File: config.mk
export PLATFORM = sky130hd
export DESIGN_NAME = uhsf_status
export DESIGN_NICKNAME = d
export VERILOG_FILES = /design/src/uhsf_pkg.sv /design/src/uhsf_status.sv
export VERILOG_INCLUDE_DIRS = /design/src /design/src/src
export SDC_FILE = /design/constraint.sdc
export NUM_CORES = 1
export LEC_CHECK = 0
export BUFFER_PORTS_ARGS = -buffer_cell sky130_fd_sc_hd__buf_2
export CAP_MARGIN = 15
export CORE_MARGIN = 2
export CORE_UTILIZATION = 36
export DETAILED_ROUTE_END_ITERATION = 7
export PLACE_DENSITY = 0.79
export SLEW_MARGIN = 25
export SYNTH_ARGS = -nofsm -noshare
export SYNTH_HDL_FRONTEND = slang
export SYNTH_SLANG_ARGS = --single-unit
File: constraint.sdc
create_clock -name clk -period 4.15 [get_ports clk]
set_clock_uncertainty 0.05 [all_clocks]
set_input_delay 0.83 -clock clk [delete_from_list [all_inputs] [get_ports clk]]
set_output_delay 0.83 -clock clk [all_outputs]
set_load 0.01 [all_outputs]
File: src/uhsf_defines.svh
// Offsets, field positions, reset values and encodings of the status flags
`ifndef UHSF_DEFINES_SVH
`define UHSF_DEFINES_SVH
`define UHSF_STATUS_OFFSET 8'h02
`define UHSF_STATUS_RESET 16'h0020
`define UHSF_BIT_CMPL 0
`define UHSF_BIT_XERR 1
`define UHSF_BIT_RSM 2
`define UHSF_BIT_SYSERR 3
`define UHSF_BIT_PROCERR 4
`define UHSF_BIT_HALTED 5
`define UHSF_CLEARABLE_MASK 16'h001f
`define UHSF_EN_XERR 0
`define UHSF_EN_RSM 1
`define UHSF_EN_IOC 2
`define UHSF_EN_SHORT 3
`endif

File: src/uhsf_pkg.sv
// Types shared by the status flag block
package uhsf_pkg;
   // One finished USB transaction, reported by the transfer engine
   typedef struct packed {
      logic done;      // Transaction finished this cycle
      logic err;       // Ended with an error, e.g. error counter underflow
      logic interrupt_on_complete;       // Descriptor asked for interrupt on complete
      logic short_pkt; // Actual length below maximum length
      logic spd_en;    // Descriptor enables short packet detection
   } uhsf_xact_t;
   // I/O register access
   typedef struct packed {
      logic [7:0] addr;  // Byte offset from the I/O base
      logic rd;          // Read strobe, one cycle
      logic wr;          // Write strobe, one cycle
      logic [1:0] be;    // Byte enables, bit 0 is the low byte
      logic [15:0] wdata; // Write data
   } uhsf_io_req_t;
endpackage : uhsf_pkg

File: src/uhsf_status.sv
// Status register and flag logic of the USB host controller
//
// Overview of operation
// - Write 1 clears a flag, 0 keeps it
// - Halted bit reads 1 after reset, reflects stop
// - Descriptor consistency failure sets process error flag
// - Process error stops schedule and raises interrupt
// - Host access parity or abort sets system error
// - System error stops schedule and raises interrupt
// - Device resume sets resume flag during suspend
// - Transaction error sets the error interrupt flag
// - Error with completion request sets both flags
// - Completion with request sets completion flag
// - Enabled short packet sets completion flag
// - Finish running transaction before reporting halted
// - Flags latch unmasked; fatal errors always interrupt
`timescale 1ns/100ps
`include "uhsf_defines.svh"

module uhsf_status
   import uhsf_pkg::*;
(
   input wire logic clk,                 // Controller clock, 100 MHz
   input wire logic srst,                // Synchronous reset, active high
   input wire uhsf_io_req_t io_req,      // I/O register request
   output logic [15:0] io_rdata,         // Read data, valid cycle after rd
   input wire logic run_bit,             // Schedule run bit of command register
   input wire logic suspend_bit,         // Global suspend bit of command register
   input wire logic [3:0] int_enable,    // Interrupt enable register bits
   input wire logic xact_busy,           // A USB transaction is in progress
   input wire uhsf_xact_t xact,          // Transaction completion report
   input wire logic consistency_fail,    // Fatal descriptor check failure pulse
   input wire logic host_bus_error,      // Parity, master or target abort pulse
   input wire logic resume_seen,         // Resume signalling from a device
   output logic run_clear,               // Pulse: hardware clears run bit
   output logic irq                      // Interrupt to the system
);

   ////////////////////////////////////////////////////////////////////////////
   // Flag state
   logic cmpl_reg;      // Completion interrupt flag
   logic xerr_reg;      // Transaction error flag
   logic rsm_reg;       // Resume detect flag
   logic syserr_reg;    // Host system error flag
   logic procerr_reg;   // Process error flag
   logic halted_reg;    // Controller halted flag
   logic cmpl_src_short_reg; // Last completion came from a short packet
   logic [15:0] status; // Assembled register view
   logic wr_hit;        // Low byte write to the status register
   logic [15:0] clr;    // Write-one-to-clear mask

   // Decode of a status write; only the low byte holds writable bits
   assign wr_hit = io_req.wr && io_req.be[0] && (io_req.addr == `UHSF_STATUS_OFFSET);
   assign clr = wr_hit ? (io_req.wdata & `UHSF_CLEARABLE_MASK) : 16'h0000;

   // Event terms
   logic set_cmpl;    // Completion event
   logic set_xerr;    // Transaction error event
   logic set_rsm;     // Resume event while suspended
   assign set_cmpl = xact.done && (xact.interrupt_on_complete || (xact.short_pkt && xact.spd_en));
   assign set_xerr = xact.done && xact.err;
   assign set_rsm = resume_seen && suspend_bit;

   ////////////////////////////////////////////////////////////////////////////
   // Sticky flags: a set in the clearing cycle wins
   always_ff @(posedge clk) begin
      if (srst) begin
         cmpl_reg <= 1'b0;
         xerr_reg <= 1'b0;
         rsm_reg <= 1'b0;
         syserr_reg <= 1'b0;
         procerr_reg <= 1'b0;
      end else begin
         cmpl_reg <= set_cmpl | (cmpl_reg & ~clr[`UHSF_BIT_CMPL]);
         xerr_reg <= set_xerr | (xerr_reg & ~clr[`UHSF_BIT_XERR]);
         rsm_reg <= set_rsm | (rsm_reg & ~clr[`UHSF_BIT_RSM]);
         syserr_reg <= host_bus_error | (syserr_reg & ~clr[`UHSF_BIT_SYSERR]);
         procerr_reg <= consistency_fail | (procerr_reg & ~clr[`UHSF_BIT_PROCERR]);
      end
   end

   // Source of the completion flag, for the matching enable bit
   always_ff @(posedge clk) begin
      if (srst) begin
         cmpl_src_short_reg <= 1'b0;
      end else if (set_cmpl) begin
         cmpl_src_short_reg <= ~xact.interrupt_on_complete;
      end
   end

   ////////////////////////////////////////////////////////////////////////////
   // Halted: set only once the run bit is low or being cleared and no transaction is running
   always_ff @(posedge clk) begin
      if (srst) begin
         halted_reg <= 1'b1;
      end else if (run_bit && !run_clear) begin
         halted_reg <= 1'b0;
      end else if (!xact_busy) begin
         halted_reg <= 1'b1;
      end
   end

   // Fatal errors drop the run bit in the command register
   assign run_clear = consistency_fail | host_bus_error;

   ////////////////////////////////////////////////////////////////////////////
   // Interrupt: fatal flags unmaskable, the rest gated by enables
   logic cmpl_en; // Enable matching the completion source
   assign cmpl_en = cmpl_src_short_reg ? int_enable[`UHSF_EN_SHORT] : int_enable[`UHSF_EN_IOC];
   assign irq = procerr_reg | syserr_reg
      | (cmpl_reg & cmpl_en)
      | (xerr_reg & int_enable[`UHSF_EN_XERR])
      | (rsm_reg & int_enable[`UHSF_EN_RSM]);

   ////////////////////////////////////////////////////////////////////////////
   // Register view and read port
   assign status = {10'h000, halted_reg, procerr_reg, syserr_reg, rsm_reg, xerr_reg,
      cmpl_reg};

   // Read data registered one cycle after the strobe, zero elsewhere
   always_ff @(posedge clk) begin
      if (srst) begin
         io_rdata <= 16'h0000;
      end else if (io_req.rd && io_req.addr == `UHSF_STATUS_OFFSET) begin
         io_rdata <= status;
      end else begin
         io_rdata <= 16'h0000;
      end
   end
endmodule : uhsf_status

==> metrics.yaml, run 1 <==
cts_resized: 0
dp_slack_ns: 1.77
post-route-drc-count: 0
cpMostUsedCell: "buf_2"
period_share_pct: 57.2
yosysTopAreaCell: "dfxtp_1"
grt_first_pass_wirelength_mm: 1.93
p_leak_uw: 0.000419
setup.worst_path.start_class: "primary input"
syn_area_per_cell_um2: 9.63
holdWs_ns: 0.417
cp.required_ns: 3.27
ys_seq_area_share_pct: 42.9
htreeDepth: 1
grt_max_degree: 9
peakVddDrop_mv: 0.104
numPortBuffers: 40
cts_made_buffers: 3
cts_hold_buffers: 0
design.core.area_um2: 1540
row_count: 14
fin_setup_tns_ns: 0
ys_ff_latch: 13
antenna_found_initial: 0
endpoint_kind: "output port"
synth_cell_types: 22
fillerInstances: 148
p_total_uw: 244
ant_nets: 0
maxCapViolCount: 0
path_max_fanout: 1
gp_congestion: 0.732
drive_gt1_share_pct: 44.8
setup_violations: 0
async_flop_share_pct: 0
wl_mm: 1.24
synth_top_cell_area_share_pct: 42.9
fmax_ghz: 0.421
clock_sinks: 13
largest_reg_flops: 6
ff2ff_path_depth: 2
initial_utilization_pct: 39.4
fp.dieH_um: 45.1
drt-vias-per-instance: 4.65
synth_area_um2: 607
synthCells: 63
grt_usage_pct: 13.4
dr.pass1.iters: 2
synth-edff-count: 0
path_class: "primary input to output port"
status: "finished, final reports clean"
hpwlAfterDp_mm: 1.07
multi_input_area_um2: 290
n_antenna_cell: 0
clk_root_buffer_cell: "clkbuf_4"
seqCellArea_um2: 260
cts_buffer_depth: 2
crit_path_max_incr_delay_ns: 0.29
p_per_area_nw_per_um2: 302
whs_path_depth: 1
synth_warnings: 0
fin_nets: 151
finalHoldViolations: 0
netlist_top_cells_count: "13 x dfxtp_1, 10 x buf_4, 6 x and2_1, 5 x a211oi_1, 4 x nand2_1"
cp_cell_sequence: "buf_2, mux2_1, nand2_1, nand3_1, buf_2"
die_w_um: 45.1
insertion_delay_ns: 0.27
area_growth_pct: 33.4
hp-class: "flip-flop to flip-flop"
drt_iter0_drc: 5
wire_per_inst_um: 10.2
yosysMostFrequentCell: "dfxtp_1"
ys.flop_type: "dfxtp_1"
cp_data_arrival_time_ns: 1.49
rsz0062_at_grt: "false"
clk_pin_slew_ns: 0.08
setup_slack_ns: 1.78
period_needed_ns: 2.37
crit_slowest_cell: "mux2_1"
post_cts_buffers: 0
drv_slew: 0
vias: 563
dieArea_um2: 2030
yosys-top-cells-area: "dfxtp_1 43%, buf_4 12%, a211oi_1 6.2%"
globalRouteOverflowTotal: 0
io_pins: 63
top_register: "io_rdata"
grt_pass1_vias: 501
cts_tree: "done"
[area by class of cell]
type	instances	area share, %
clock buffers	3	2.78
inverters	3	1.39
clock inverters	1	0.618
multi-input cells	45	35.9
well taps	16	2.47
repair buffers	40	24.7
flip-flops and latches	13	32.1
[layer usage]
metal / global-route usage (%) / part of all wire (%)
met1: 14.5 / 37
met4: 10.6 / 1.5
met2: 23.1 / 51
met5: 0 / 0
met3: 1.60 / 10
[cells by family after synthesis]
group / after synthesis / share of synthesized area [%]
multiplexers: 1 / 1.86
flip-flops: 13 / 42.9
AND/OR/NAND/NOR: 18 / 20.8
AO/OA/AOI/OAI: 16 / 19.0
buffers and inverters: 14 / 14.8
other: 1 / 0.618
[report_power, final]
| part | leakage, uW | internal, uW | switching, uW | total (uW) |
|---|---|---|---|---|
| sequential | 0.000106 | 129 | 2.82 | 132 |
| clock | 0.0000177 | 35.7 | 40.3 | 76.0 |
| combinational | 0.000295 | 18.6 | 17.8 | 36.4 |
[worst paths after layout]
path                       from           to  slack [ns]
setup reg to reg    procerr_reg  procerr_reg        3.36
setup / recovery  int_enable[3]          irq        1.78
hold reg to reg      halted_reg  io_rdata[5]        0.42
hold / removal       halted_reg  io_rdata[5]        0.42
[cells in the final DEF (no fill, tap or decap), drive strengths merged, types with 2 or more instances in the layout]
| master | synthesis | final |
|---|---|---|
| conb | 1 | 10 |
| a211oi | 5 | 5 |
| nand2 | 4 | 4 |
| nor2 | 2 | 2 |
| a311oi | 2 | 2 |
| a21oi | 3 | 3 |
| buf | 10 | 40 |
| dfxtp | 13 | 13 |
| clkbuf | 1 | 3 |
| a21boi | 3 | 3 |
| inv | 3 | 3 |
| and2 | 6 | 6 |
[stage by stage]
step	area, um^2	utilization, %	std cells
after global routing	810	52.5	121
after floorplan	641	-	72
after global placement	782	50.7	117
final	810	52.5	121
after detailed placement	782	50.7	117
after CTS	810	52.5	121
[worst max-delay path: cells and delay by family]
family	cells	cell delay, ns
muxes	1	0.29
and+or+nand+nor	2	0.14
buffers and inverters	2	0.23
Power figures use the tool's default switching activity.
==> inputs of run 2 (changes only) <==
- CORE_UTILIZATION: 36 -> 33
- PLACE_DENSITY: 0.79 -> 0.73
- clock period: 4.15 -> 2.2 ns (I/O delays scaled with it)
==> metrics.yaml, run 2 (same netlist as run 1, synthesis figures left out) <==
antenna_found_initial: 0
grt_max_degree: 9
globalRouteOverflowTotal: 0
drv_slew: 0
endpoint_kind: "output port"
hp-class: "primary input to flip-flop"
hold_start: "xact[2]"
dieArea_um2: 2200
grt_usage_pct: 12.8
most-common-layout-cells: "40 x buf_2, 13 x dfxtp_1, 10 x conb_1"
path_class: "flip-flop to output port"
die_w_um: 46.9
gp_congestion: 0.733
post-route-drc-count: 0
p_per_area_nw_per_um2: 564
cts_hold_buffers: 0
seqPwrFrac_pct: 53.8
wl_mm: 1.22
insertion_delay_ns: 0.27
finalHoldViolations: 0
largest_reg_flops: 6
fp.dieH_um: 46.9
comb_power_share_pct: 14.9
rsz0062_at_grt: "false"
p_total_uw: 462
post_cts_buffers: 0
cts_made_buffers: 3
grt_pass1_vias: 497
setup_slack_ns: 0.487
reg2reg_slack_ns: 1.42
whs_path_depth: 2
grt_first_pass_wirelength_mm: 1.95
numPortBuffers: 40
power_frac_clock_pct: 31.3
dr.pass1.iters: 3
vias: 576
rr_endpoint: "procerr_reg"
p_leak_uw: 0.000417
io_pins: 63
crit_path_max_incr_delay_ns: 0.35
post-place-cells: 126
maxCapViolCount: 0
ant_nets: 0
period_needed_ns: 1.71
status: "finished, final reports clean"
cp_data_arrival_time_ns: 1.22
wire_per_inst_um: 9.39
final_common_cell: "buf_2"
post-route-util_pct: 47.5
cts_resized: 0
drt-vias-per-instance: 4.43
fmax_ghz: 0.584
initial_utilization_pct: 35.1
peakVddDrop_mv: 0.207
final_cells: 130
ff2ff_path_depth: 2
period_share_pct: 77.9
cp.required_ns: 1.71
n_antenna_cell: 0
cts_buffer_depth: 2
fin_nets: 151
cp_cell_sequence: "mux2_1, nand2_1, nand3_1, buf_2"
setup_violations: 0
fin_setup_tns_ns: 0
clk_root_buffer_cell: "clkbuf_4"
holdPathEnd: "cmpl_src_short_reg"
top_register: "io_rdata"
clock_sinks: 13
crit_slowest_cell: "dfxtp_1"
clk_pin_slew_ns: 0.07
row_count: 15
htreeDepth: 1
p_int_uw: 349
r2r_start: "procerr_reg"
drt_iter0_drc: 5
path_delay_family: "flip-flops"
setup.worst_path.start_class: "flip-flop"
area_growth_pct: 35.1
worst-path-buf-inv: 1
switching_share_pct: 24.6
design.core.area_um2: 1730
cts_tree: "done"
drive_gt1_share_pct: 43.8
dp_slack_ns: 0.411
path_max_fanout: 2
switchingPower_uw: 113
-- run 2: how the worst max path moves through the flow --
stage | start | to | slack [ns] | depth (start not counted)
2_1_floorplan | io_req[20] | io_rdata[0] | 0.63 | 3
3_3_place_gp | io_req[20] | syserr_reg | 0.40 | 4
3_5_place_dp | io_req[20] | procerr_reg | 0.41 | 4
4_1_cts | cmpl_src_short_reg | irq | 0.48 | 4
5_1_grt | cmpl_src_short_reg | irq | 0.39 | 4
6_report | cmpl_src_short_reg | irq | 0.49 | 4
-- run 2: final cells by class --
| type | count | area [um^2] |
|---|---|---|
| clock buffers | 4 | 26.3 |
| fillers | 184 | 907 |
| inverters | 3 | 11.3 |
| multi-input cells | 45 | 290 |
| flip-flops and latches | 13 | 260 |
| well taps | 25 | 31.3 |
| repair buffers | 40 | 200 |
-- run 2: power by group through the flow --
stage	registers (uW)	clock network (uW)	logic (uW)
global route	250	159	78.4
floorplan	252	0	46.4
CTS	249	149	69.3
finish	249	145	68.7
global placement	254	0	67.4
detailed placement	254	0	69.2
-- run 2: metal layers --
metal	routed length, um	global-route usage, %	vias up
li1	-	-	284
met1	479	14.1	251
met2	580	21.4	37
met3	133	2.31	4
met4	28	10.0	0
met5	0	0	-
-- run 2: per-stage QoR --
step	area, um^2	hold WS, ns
after detailed placement	793	0.398
final	820	0.311
after global placement	793	0.393
after CTS	820	0.307
after floorplan	641	0.380
after global routing	820	0.315
